==> config.mk <==
export PLATFORM = sky130hd
export DESIGN_NAME = arr_rx_recovery
export DESIGN_NICKNAME = d
export VERILOG_FILES = /design/src/rtl/arr_pkg.sv /design/src/rtl/arr_rx_recovery.sv
export SDC_FILE = /design/constraint.sdc
export NUM_CORES = 1
export LEC_CHECK = 0
export BUFFER_PORTS_ARGS = -buffer_cell sky130_fd_sc_hd__buf_2
export CAP_MARGIN = 10
export CORE_MARGIN = 4
export CORE_UTILIZATION = 56
export DETAILED_ROUTE_END_ITERATION = 8
export GPL_TIMING_DRIVEN = 0
export PLACE_DENSITY = 0.75
export SLEW_MARGIN = 20
export SYNTH_ARGS = -nofsm -noshare
export SYNTH_HDL_FRONTEND = slang
export SYNTH_SLANG_ARGS = --single-unit
==> constraint.sdc <==
create_clock -name clk -period 8.2 [get_ports clk]
set_clock_uncertainty 0.05 [all_clocks]
set_input_delay 0.41 -clock clk [delete_from_list [all_inputs] [get_ports clk]]
set_output_delay 0.41 -clock clk [all_outputs]
set_load 0.005 [all_outputs]
==> src/rtl/arr_pkg.sv <==
// constants, register map and state codes of the async receiver
// assumes one 25 MHz clock and a 32-bit Avalon-MM register bus
package arr_pkg;
  // register byte offsets
  localparam logic [4:0] ADR_CTRL = 5'h00;
  localparam logic [4:0] ADR_BAUD = 5'h04;
  localparam logic [4:0] ADR_DATA = 5'h08;
  localparam logic [4:0] ADR_STAT = 5'h0c;
  localparam logic [4:0] ADR_MASK = 5'h10;
  // receive_mode_select codes
  localparam logic [1:0] MODE_NORMAL = 2'h0;
  localparam logic [1:0] MODE_DOUBLE = 2'h1;
  localparam logic [1:0] generic_autobaud_code = 2'h2;
  localparam logic [1:0] lin_autobaud_code = 2'h3;
  // field positions
  localparam int CTRL_WAIT_BREAK = 2;
  localparam int DATA_FE = 8;
  localparam int DATA_VLD = 9;
  localparam int ST_RXC = 0;
  localparam int ST_FERR = 1;
  localparam int ST_BRK = 2;
  localparam int ST_SYNC = 3;
  localparam int ST_ABD = 4;
  localparam int ST_W = 5;
  // reset values
  localparam logic [1:0] MODE_RST = 2'h0;
  localparam logic [15:0] BAUD_RST = 16'h5161;
  localparam logic [ST_W-1:0] MASK_RST = 5'h00;
  // sampling and auto-baud counts
  localparam logic [4:0] SPB_NORMAL = 5'h10;
  localparam logic [4:0] SPB_DOUBLE = 5'h08;
  localparam logic [4:0] SF_NORMAL = 5'h08;
  localparam logic [4:0] SF_DOUBLE = 5'h04;
  localparam logic [3:0] BREAK_MIN_CYC = 4'hc;
  localparam logic [2:0] SYNC_LAST_FALL = 3'h3;
  localparam logic [16:0] BAUD_MIN = 17'h00064;
  typedef enum logic [2:0] {
    S_IDLE = 3'b000,
    S_START = 3'b001,
    S_DATA = 3'b010,
    S_STOP = 3'b011,
    S_BRK = 3'b100,
    S_SYNW = 3'b101,
    S_SYNM = 3'b110,
    S_SYNE = 3'b111
  } arr_state_t;
endpackage

==> src/rtl/arr_rx_recovery.sv <==
// async receiver: clock/data recovery, stop check, auto-baud, regs
// assumes rx_pin is asynchronous; Avalon-MM slave on clk
//
// What this block does
// Sample each bit 16 times per bit normally, 8 times in double speed.
// Decide every data bit by majority of its three centre samples.
// Vote samples are 8,9,10 normally and 4,5,6 in double speed.
// Check only the first stop bit; further stop bits are ignored.
// A stop bit voted low sets the frame error flag.
// Normal speed: next start may begin right after the stop vote samples.
// Double speed: next start low no earlier than first sample after vote.
// Mode code 1 selects double speed with 8 samples per bit.
// The far transmitter keeps its baud error within the recommended limits.
// Auto-baud modes detect a break after 12 or more low cycles.
// Sync start bit starts a clock counter for eight bits; it becomes divisor.
// Generic mode with wait-for-break accepts a break of any length.
// Generic mode updates divisor only for counts 0x0064 to 0xffff.
// LIN mode ignores wait-for-break; break needs 12 low clock cycles.
// LIN mode checks sync is 0x55; mismatch flags error, divisor unchanged.
// Start bit accepted only if two of three vote samples read low.
// Frame error is reported together with the byte it belongs to.
`timescale 1ns/100ps
`default_nettype none
module arr_rx_recovery
  import arr_pkg::*;
#(
  parameter int DATA_BITS = 8
) (
  input wire logic clk,
  input wire logic reset,
  input wire logic [4:0] avs_address,
  input wire logic avs_read,
  input wire logic avs_write,
  input wire logic [31:0] avs_writedata,
  input wire logic [3:0] avs_byteenable,
  output logic [31:0] avs_readdata,
  output logic avs_waitrequest,
  input wire logic rx_pin,
  output logic irq
);
  if (DATA_BITS < 5 || DATA_BITS > 8) begin : g_chk
    $error("DATA_BITS must lie in 5..8");
  end

  function automatic logic [31:0] merge(input logic [31:0] old_w, input logic [31:0] new_w,
                                        input logic [3:0] be);
    merge = old_w;
    for (int i = 0; i < 4; i++) begin
      if (be[i]) begin
        merge[8*i+:8] = new_w[8*i+:8];
      end
    end
  endfunction

  arr_state_t st_q, st_d;
  logic rx_meta_q, rx_q, rx_prev_q;
  logic [1:0] mode_q;
  logic wait_brk_q;
  logic [15:0] baud_q;
  logic [ST_W-1:0] mask_q, status_q;
  logic [7:0] rxdata_q, sh_q, sh_d;
  logic rxfe_q, rxvld_q;
  logic [31:0] rdata_q;
  logic wait_q, irq_q;
  logic [16:0] acc_q;
  logic [4:0] pos_q;
  logic [1:0] v_q;
  logic [2:0] bit_q, bit_d;
  logic [3:0] low_q;
  logic [16:0] meas_q;
  logic [15:0] intv_q, ref_q;
  logic [2:0] nfall_q;
  logic mism_q;

  // two-stage synchroniser, edge detect on the second stage only
  always_ff @(posedge clk or posedge reset) begin
    if (reset) begin
      rx_meta_q <= 1'b1;
      rx_q <= 1'b1;
      rx_prev_q <= 1'b1;
    end else begin
      rx_meta_q <= rx_pin;
      rx_q <= rx_meta_q;
      rx_prev_q <= rx_q;
    end
  end
  wire fall = rx_prev_q & ~rx_q;

  // mode decode
  // code 1 is double speed
  wire dbl = mode_q == MODE_DOUBLE;
  wire gen = mode_q == generic_autobaud_code;
  wire lin = mode_q == lin_autobaud_code;
  wire abd = gen | lin;
  // samples per bit
  wire [4:0] spb = dbl ? SPB_DOUBLE : SPB_NORMAL;
  // first vote sample
  wire [4:0] sf = dbl ? SF_DOUBLE : SF_NORMAL;

  // fixed step per clock, so double speed halves the bit time
  wire [16:0] acc_sum = acc_q + {9'h000, SPB_NORMAL, 3'h0};
  wire tick = acc_sum >= {1'b0, baud_q};
  wire [16:0] acc_rem = acc_sum - {1'b0, baud_q};
  wire [16:0] acc_d = !tick ? acc_sum : (acc_rem >= {1'b0, baud_q} ? 17'h00000 : acc_rem);

  // sample position 1..S within the current bit
  wire [4:0] pos_nx = (pos_q == spb) ? 5'h01 : pos_q + 5'h01;
  wire [4:0] pos_d = (st_q == S_IDLE) ? 5'h01 : (tick ? pos_nx : pos_q);
  wire in_frame = st_q == S_START || st_q == S_DATA || st_q == S_STOP;
  wire samp_a = tick && in_frame && pos_nx == sf;
  wire samp_b = tick && in_frame && pos_nx == sf + 5'h01;
  // third vote sample decides
  wire vote_now = tick && in_frame && pos_nx == sf + 5'h02;
  // majority of three centre samples
  wire maj = (v_q[0] & v_q[1]) | (v_q[0] & rx_q) | (v_q[1] & rx_q);

  // break: whole frame low and at least 12 low clocks
  wire brk_cond = abd && !maj && sh_q == 8'h00 && low_q >= BREAK_MIN_CYC;
  // wait-for-break takes any low edge as a break, generic only
  wire wait_brk = st_q == S_IDLE && gen && wait_brk_q && fall;
  // only the first stop bit is voted
  wire stop_vote = st_q == S_STOP && vote_now;
  wire frame_done = stop_vote && !brk_cond;
  wire brk_ev = (stop_vote && brk_cond) || wait_brk;

  // sync field measurement
  wire [16:0] meas_end = meas_q + 17'h00001;
  wire [15:0] intv_diff = (intv_q > ref_q) ? intv_q - ref_q : ref_q - intv_q;
  wire intv_bad = nfall_q != 3'h0 && intv_diff > {2'h0, ref_q[15:2]};
  wire mism_all = mism_q | intv_bad;
  // fifth falling edge ends eight bit times
  wire sync_done = st_q == S_SYNM && fall && nfall_q == SYNC_LAST_FALL;
  wire timeout = st_q == S_SYNM && meas_q[16];
  // valid range 0x0064..0xffff
  wire in_range = !meas_end[16] && meas_end >= BAUD_MIN;
  // 0x55 shape check in LIN mode
  wire upd_ok = sync_done && in_range && !(lin && mism_all);
  wire sync_err_ev = lin && ((sync_done && mism_all) || timeout);

  always_comb begin
    st_d = st_q;
    bit_d = bit_q;
    sh_d = sh_q;
    case (st_q)
      S_IDLE: begin
        if (wait_brk) begin
          st_d = S_BRK;
        end else if (tick && !rx_q) begin
          st_d = S_START;
        end
      end
      S_START: begin
        // two of three low accepts start
        if (vote_now) begin
          st_d = maj ? S_IDLE : S_DATA;
          bit_d = 3'h0;
          sh_d = 8'h00;
        end
      end
      S_DATA: begin
        if (vote_now) begin
          sh_d = sh_q >> 1;
          sh_d[DATA_BITS-1] = maj;
          bit_d = bit_q + 3'h1;
          if (bit_q == 3'(DATA_BITS - 1)) begin
            st_d = S_STOP;
          end
        end
      end
      S_STOP: begin
        // back to idle, or to S_BRK on a break, right after the last vote sample
        if (vote_now) begin
          st_d = brk_cond ? S_BRK : S_IDLE;
        end
      end
      S_BRK: begin
        if (rx_q) begin
          st_d = S_SYNW;
        end
      end
      S_SYNW: begin
        if (fall) begin
          st_d = S_SYNM;
        end
      end
      S_SYNM: begin
        if (sync_done || timeout) begin
          st_d = S_SYNE;
        end
      end
      S_SYNE: begin
        if (rx_q) begin
          st_d = S_IDLE;
        end
      end
      default: begin
        st_d = S_IDLE;
      end
    endcase
  end

  always_ff @(posedge clk or posedge reset) begin
    if (reset) begin
      st_q <= S_IDLE;
      acc_q <= 17'h00000;
      pos_q <= 5'h01;
      v_q <= 2'h3;
      bit_q <= 3'h0;
      sh_q <= 8'h00;
      low_q <= 4'h0;
    end else begin
      st_q <= st_d;
      acc_q <= acc_d;
      pos_q <= pos_d;
      v_q <= {samp_b ? rx_q : v_q[1], samp_a ? rx_q : v_q[0]};
      bit_q <= bit_d;
      sh_q <= sh_d;
      low_q <= rx_q ? 4'h0 : (low_q == 4'hf ? low_q : low_q + 4'h1);
    end
  end

  // counter runs at clock rate from the sync start bit
  always_ff @(posedge clk or posedge reset) begin
    if (reset) begin
      meas_q <= 17'h00000;
      intv_q <= 16'h0000;
      ref_q <= 16'h0000;
      nfall_q <= 3'h0;
      mism_q <= 1'b0;
    end else if (st_q != S_SYNM) begin
      meas_q <= 17'h00000;
      intv_q <= 16'h0000;
      nfall_q <= 3'h0;
      mism_q <= 1'b0;
    end else begin
      meas_q <= meas_end;
      intv_q <= fall ? 16'h0000 : intv_q + 16'h0001;
      if (fall) begin
        nfall_q <= nfall_q + 3'h1;
        ref_q <= (nfall_q == 3'h0) ? intv_q : ref_q;
        mism_q <= mism_all;
      end
    end
  end

  // register bus: one answer cycle per request
  wire req = (avs_read | avs_write) & wait_q;
  wire wr_en = req & avs_write;
  wire rd_en = req & avs_read;
  wire [4:0] adr = {avs_address[4:2], 2'h0};
  wire sel_ctrl = adr == ADR_CTRL;
  wire sel_baud = adr == ADR_BAUD;
  wire sel_data = adr == ADR_DATA;
  wire sel_stat = adr == ADR_STAT;
  wire sel_mask = adr == ADR_MASK;
  logic [31:0] ctrl_rd, data_rd, rd_mux;
  always_comb begin
    ctrl_rd = 32'h00000000;
    ctrl_rd[1:0] = mode_q;
    ctrl_rd[CTRL_WAIT_BREAK] = wait_brk_q;
    data_rd = 32'h00000000;
    data_rd[7:0] = rxdata_q;
    data_rd[DATA_FE] = rxfe_q;
    data_rd[DATA_VLD] = rxvld_q;
  end
  assign rd_mux = sel_ctrl ? ctrl_rd : sel_baud ? {16'h0000, baud_q} : sel_data ? data_rd
                : sel_stat ? {27'h0000000, status_q} : sel_mask ? {27'h0000000, mask_q}
                : 32'h00000000;
  wire [31:0] ctrl_w = merge(ctrl_rd, avs_writedata, avs_byteenable);
  wire [31:0] baud_w = merge({16'h0000, baud_q}, avs_writedata, avs_byteenable);
  wire [31:0] mask_w = merge({27'h0000000, mask_q}, avs_writedata, avs_byteenable);

  logic [ST_W-1:0] st_set;
  always_comb begin
    st_set = '0;
    st_set[ST_RXC] = frame_done;
    st_set[ST_FERR] = frame_done & ~maj;
    st_set[ST_BRK] = brk_ev;
    st_set[ST_SYNC] = sync_err_ev;
    st_set[ST_ABD] = upd_ok;
  end
  // read clears, a new event in the same cycle wins
  wire [ST_W-1:0] status_d = (rd_en && sel_stat ? '0 : status_q) | st_set;

  always_ff @(posedge clk or posedge reset) begin
    if (reset) begin
      mode_q <= MODE_RST;
      wait_brk_q <= 1'b0;
      baud_q <= BAUD_RST;
      mask_q <= MASK_RST;
      status_q <= '0;
      rdata_q <= 32'h00000000;
      wait_q <= 1'b1;
      irq_q <= 1'b0;
    end else begin
      wait_q <= !req;
      rdata_q <= rd_en ? rd_mux : 32'h00000000;
      status_q <= status_d;
      irq_q <= |(status_q & mask_q);
      if (wr_en && sel_ctrl) begin
        mode_q <= ctrl_w[1:0];
      end
      if (wait_brk) begin
        wait_brk_q <= 1'b0;
      end else if (wr_en && sel_ctrl) begin
        wait_brk_q <= ctrl_w[CTRL_WAIT_BREAK];
      end
      if (wr_en && sel_mask) begin
        mask_q <= mask_w[ST_W-1:0];
      end
      // sync sets the divisor only when valid, ahead of a bus write
      if (upd_ok) begin
        baud_q <= meas_end[15:0];
      end else if (wr_en && sel_baud) begin
        baud_q <= baud_w[15:0];
      end
    end
  end

  // received byte with its own frame error; read clears valid
  always_ff @(posedge clk or posedge reset) begin
    if (reset) begin
      rxdata_q <= 8'h00;
      rxfe_q <= 1'b0;
      rxvld_q <= 1'b0;
    end else if (frame_done) begin
      // error stored beside its byte
      rxdata_q <= sh_q;
      rxfe_q <= ~maj;
      rxvld_q <= 1'b1;
    end else if (rd_en && sel_data) begin
      rxvld_q <= 1'b0;
    end
  end

  assign avs_readdata = rdata_q;
  assign avs_waitrequest = wait_q;
  assign irq = irq_q;
endmodule
`default_nettype wire

# [After elaboration in Yosys (flattened, before gate mapping)]
# Index checks and enable logic that the tools add are counted.
[word_totals] inputBits=46 out_inout_bits=34 word_cells=211 ff_bits=155
[classes] bitwise=18 n_addsub=12 reduce_logical=63 n_eq_ne=32 n_lt_le_gt_ge=6 muxes=52
[op_table] cell="two-way mux 16 bit" n=8
[op_table] cell="two-way mux 17 bit" n=3
[op_table] cell="two-way mux 3 bit" n=16
[op_table] cell="two-way mux 5 bit" n=7
[op_table] cell=">= comparator 17 x 16 -> 1 bit" n=2
[op_table] cell="two-way mux 8 bit" n=4
[op_table] cell="subtractor 16 bit" n=2
[op_table] cell="logical AND 1 bit" n=29
[op_table] cell="case mux 3 bit (8 select lines)" n=1
[op_table] cell="== test 3 bit, second input constant" n=6
[op_table] cell="nonzero test 2 bit" n=9
[op_table] cell="adder 17 x 1 -> 17 bit, second input constant" n=1
[op_table] cell="adder 17 x 8 -> 17 bit, second input constant" n=1
[op_table] cell=">= comparator 17 x 7 -> 1 bit, second input constant" n=1
[op_table] cell="subtractor 17 x 16 -> 17 bit" n=1
[op_table] cell="adder 16 x 1 -> 16 bit, second input constant" n=1
[op_table] cell="> comparator 16 x 14 -> 1 bit" n=1
[op_table] cell="> comparator 16 bit" n=1
[op_table] cell="case mux 8 bit (2 select lines)" n=1
[op_table] cell="== test 3 x 2 -> 1 bit, second input constant" n=5
[op_table] cell="== test 5 bit" n=3
[op_table] cell="inequality test 2 bit, second input constant" n=7
[op_table] cell="two-way mux 4 bit" n=3
[op_table] cell="two-way mux 10 bit" n=1
[op_table] cell="other kinds (32)" n=69

# [Longest topological paths before layout]
[depth] word_depth=11 ltp_mapped=24 depth_no_buf=21

# [Least setup slack after synthesis]
# Ideal clock, no wire load.
[synth_path] path_kind="reg2reg" from="reg intv_q[11]" to="reg baud_q[10]" setup_time_ps=131 arrival_time_ps=4815 required_ps=8019 slack_ps=3205 period_less_slack_ps=4995 path_buffers=4 path_stages_with_launch=24 cell_sequence="dfrtp_1 > inv_1 > ha_1 > buf_2 > nand4_1 > or4_1 > mux2_2 > o21ai_1 > buf_4 > mux2i_1 > o221a_1 > a2111oi_0 > a311oi_1 > ha_1 > a21o_1 > a21oi_1 > o21ai_0 > a21o_1 > a31o_2 > a211o_1 > o21a_1 > buf_2 > buf_6 > mux2i_1"
[synth_via] elab_chain_cells=10 word_cells_on_any_way=14 cone_classes="add/sub: 2; order compare: 2; mux: 2; bitwise: 1; reduce/logical: 7"
[synth_lines] item="start, declared" line_no="arr_rx_recovery.sv:71" rtl="logic [15:0] intv_q, ref_q;"
[synth_lines] item="start signal, assigned" line_no="arr_rx_recovery.sv:237" rtl="intv_q <= fall ? 16'h0000 : intv_q + 16'h0001;"
[synth_lines] item="subtractor 16 bit / > comparator 16 bit (equally long branches)" line_no="arr_rx_recovery.sv:128" rtl="wire [15:0] intv_diff = (intv_q > ref_q) ? intv_q - ref_q : ref_q - intv_q;"
[synth_lines] item="two-way mux 16 bit (*)" line_no="arr_rx_recovery.sv:128"
[synth_lines] item="> comparator 16 x 14 -> 1 bit (*)" line_no="arr_rx_recovery.sv:129" rtl="wire intv_bad = nfall_q != 3'h0 && intv_diff > {2'h0, ref_q[15:2]};"
[synth_lines] item="logical AND 1 bit (*)" line_no="arr_rx_recovery.sv:129"
[synth_lines] item="bitwise OR 1 bit (*)" line_no="arr_rx_recovery.sv:130" rtl="wire mism_all = mism_q | intv_bad;"
[synth_lines] item="logical AND 1 bit (*)" line_no="arr_rx_recovery.sv:137" rtl="wire upd_ok = sync_done && in_range && !(lin && mism_all);"
[synth_lines] item="zero test 1 bit (*)" line_no="arr_rx_recovery.sv:137"
[synth_lines] item="logical AND 1 bit (*)" line_no="arr_rx_recovery.sv:137"
[synth_lines] item="nonzero test 2 bit (no source line)"
[synth_lines] item="AND reduction 2 bit (no source line)"
[synth_lines] item="end signal, assigned" line_no="arr_rx_recovery.sv:313" rtl="baud_q <= meas_end[15:0];"
[synth_lines] item="end signal, assigned" line_no="arr_rx_recovery.sv:315" rtl="baud_q <= baud_w[15:0];"
[synth_lines] item="end, declared" line_no="arr_rx_recovery.sv:59" rtl="logic [15:0] baud_q;"
# Every way passes the cells marked *; elsewhere a longest branch is shown, timed or not.
# A chain may end at the register's enable or synchronous reset.

# [Final worst setup path]
[layout_path] from="reg intv_q[11]" to="reg baud_q[11]"
# Same word-level chain as after synthesis.

==> results.txt <==
----------------------------------------------------
[Worst setup path]
  Launch instance of the worst register-to-register path ... intv_q[11]
  Crit. End Element ... flip-flop
  Type of the worst setup path ... reg2reg
  Worst R2R Setup Slack ... 2.39 ns
  Reg-to-reg endpoint ... baud_q[11]
  Worst reg2reg path depth ... 23
  Startpoint type of the worst setup path ... flip-flop
  Crit path required time ... 8.45 ns
  Critical-path maximum fanout ... 10
  Arr. time, crit path ... 6.06 ns

[Routing]
  Average wire length per cell after detail routing ... 17.3 microns
  Number of nets still failing antenna checks after routing ... 0
  DRC Markers ... 0
  Total number of vias ... 8,755
  Via count normalized by instance count ... 5.87
  Initial detailed-routing violation count ... 699
  Total wire length after detailed routing ... 25,800 microns
  Iteration count of the initial detailed-routing pass ... 5

[Min path]
  End point of the worst hold path ... rx_meta_q
  Class of the tightest hold or removal check ... in2reg
  Hold_sp ... rx_pin
  Hold Path Stages ... 1

[Power]
  Largest vdd supply drop ... 0.000167 V
  LEAKAGE ... 0.00570 uW
  Power density of the placed cells ... 223 mW/mm^2
  Power, Total ... 2630 uW

[Clock network]
  Post-CTS Hold Buffers ... 1
  CTS tree ... done
  Clock net sink count ... 155
  Number of cells upsized or downsized after cts ... 0
  Total CTS buffers ... 17
  Post-CTS Setup Bufs ... 0
  Clock latency of the later-clocked register in the worst-skew pair ... 0.43 ns
  CTS max path bufs ... 2
  Register clock-pin slew on the reported worst setup and hold paths ... 0.06 ns
  Max H-tree Level ... 4
  Clock Root Buffer ... clkbuf_16

[Die]
  Total Die Area ... 0.0212 sq mm
  Io pins ... 80
  Vertical die dimension ... 146 microns
  Starting utilization of the core area ... 56.8%
  Standard cell core area ... 0.0186 sq mm
  Width of the chip ... 146 microns
  Site Rows ... 50

[Global routing]
  Global route overflow ... 0
  Antenna violations before repair ... 0
  Via count of the first global-routing pass ... 8,560
  Largest net degree at the start of global routing ... 108
  Global-route wire length before repair ... 43,000 microns
  Global Route Usage Sum ... 24.6%

[Synthesis]
  Mapped Cells ... 1,166
  Post-synth ARST share ... 100%
  Register area share after synthesis ... 36.8%
  Mapped Avg Cell Area ... 9.08 sq um
  Total number of yosys warnings ... 0
  Netlist area before placement ... 0.0106 sq mm
  Post-synth cell types ... 75
  Flip-flop and latch count after synthesis ... 155
  Prevailing post-synth register cell ... dfrtp_1
  Number of synthesized flops with an enable pin ... 0

[Timing]
  Setup repair after global routing missed its margin ... no
  Max-slew violation total from the final report ... 0
  Share of the clock period used by the worst path after layout ... 70.9%
  Total negative slack for setup checks ... 0 ns
  Worst setup margin ... 2.39 ns
  Final Hold Fails ... 0
  Remaining max-slew budget at the tightest pin ... 37.1%
  Final-report setup violation count ... 0
  Transition time at the pin with the least slew margin ... 0.936 ns
  Peak clock frequency supported by timing ... 0.172 GHz
  Minimum clock period ... 5.81 ns

[Finish]
  Utilization after layout ... 63.1%
  Number of fillers in the final layout ... 1,580
  Most common cell after layout, fill and taps aside ... dfrtp_1
  Proportion of layout cells with a drive suffix above 1 ... 12.3%
  Storage cell area ... 0.00389 sq mm
  Antenna Diode Count ... 0
  Non-Filler Cell Area, Final ... 0.0118 sq mm
  Number of nets in the layout ... 1,385
  Most frequent cells in the layout ... dfrtp_1 (142), nand2_1 (97), nor2_1 (93)
  Layout overhead on the synthesized area ... 11.1%
  Area taken by multi-input logic gates ... 0.00610 sq mm

[Placement]
  Port Buf Inserts ... 42
  Final weighted congestion of routability-driven global placement ... 0.924
  Detailed Place HPWL ... 19,500 microns
  Area after detailed placement ... 0.0112 sq mm
  Placement-stage worst setup slack ... 2.52 ns

[Outcome]
  Status ... finished clean

[Flow run]
  Count of max-cap constraint violations ... 0

----------------------------------------------------
-- final cells by class --
type / count / area share, %
Clock buffer: 20 / 3.71
Tap cell: 234 / 2.49
Multi-Input combinational cell: 875 / 51.8
Sequential cell: 155 / 33.1
Buffer: 64 / 2.83
Clock inverter: 11 / 1.05
Timing Repair Buffer: 44 / 2.11
Inverter: 88 / 2.87
-- where the power goes --
group          internal [uW]  switching [uW]
clock                    446             320
combinational            378             522
sequential               870            90.0
total                   1690             932
-- worst max-delay path, stage by stage (launching register included) --
cell,delay [ns]
dfrtp_1,0.42
inv_1,0.10
ha_1,0.29
buf_2,0.21
nand4_1,0.22
or4_1,0.57
mux2_2,0.31
o21ai_1,0.14
buf_4,0.24
mux2i_1,0.11
o221a_1,0.25
and2_1,0.18
a311oi_1,0.46
ha_1,0.33
a21o_1,0.18
a21oi_1,0.12
o21ai_0,0.10
a21o_1,0.20
a31o_2,0.23
a211o_1,0.29
o21a_1,0.17
buf_2,0.20
buf_6,0.19
mux2i_1,0.12
-- stage by stage --
step                      hold WS, ns  cells
after floorplan                 0.295   1182
after global routing           0.0140   1491
after global placement          0.297   1458
final                          0.0227   1491
after CTS                      0.0113   1491
after detailed placement        0.298   1459
-- how the worst max path moves through the flow --
stage	start	end	cells after the start
6_report	intv_q[11]	baud_q[11]	23
5_1_grt	intv_q[11]	baud_q[8]	23
4_1_cts	intv_q[11]	baud_q[10]	23
3_5_place_dp	intv_q[11]	baud_q[9]	23
3_3_place_gp	reset	pos_q[1]	2
2_1_floorplan	intv_q[11]	baud_q[10]	23
-- kinds of logic after synthesis --
family	share of synthesized area [%]
AOI/OAI and AO/OA	16.8
and+or+nand+nor	16.6
DFF	36.8
xor gates and xnor gates	5.29
muxes	6.84
adders and majority gates	11.3
other	0.0354
buffers and inverters	6.26
-- layer usage --
metal,track usage (%),vias to the layer above,routed length [microns]
li1,-,4248,-
met1,34.8,4168,11800
met2,39.1,296,11900
met3,4.33,43,1610
met4,7.55,0,469
met5,0,-,0
-- registers in the layout, indices dropped and copies added (netlist names), 2 cells and up --
signal and cells:
intv_q 16, mode_q 2, st_q 3, rxdata_q 8, sh_q 8, meas_q 17
ref_q 16, bit_q 3, avs_readdata 16, acc_q 17, mask_q 5, pos_q 5
v_q 2, baud_q 16, low_q 4, status_q 5, nfall_q 3
-- cell usage after synthesis, types with 17 or more instances --
master	n	area [sq um]
a21o_1	24	180
nand4_1	24	150
nor2b_1	17	106
o21ai_0	51	255
inv_1	87	327
ha_1	91	1140
xor2_1	19	166
xnor2_1	45	394
a21oi_1	64	320
buf_4	17	128
mux2i_1	42	420
nor2_1	93	349
nor3_1	28	140
nand2_1	97	364
nand3_1	44	220
clkbuf_1	33	124
dfrtp_1	142	3550
No activity file was read; power rests on OpenSTA's default activity.
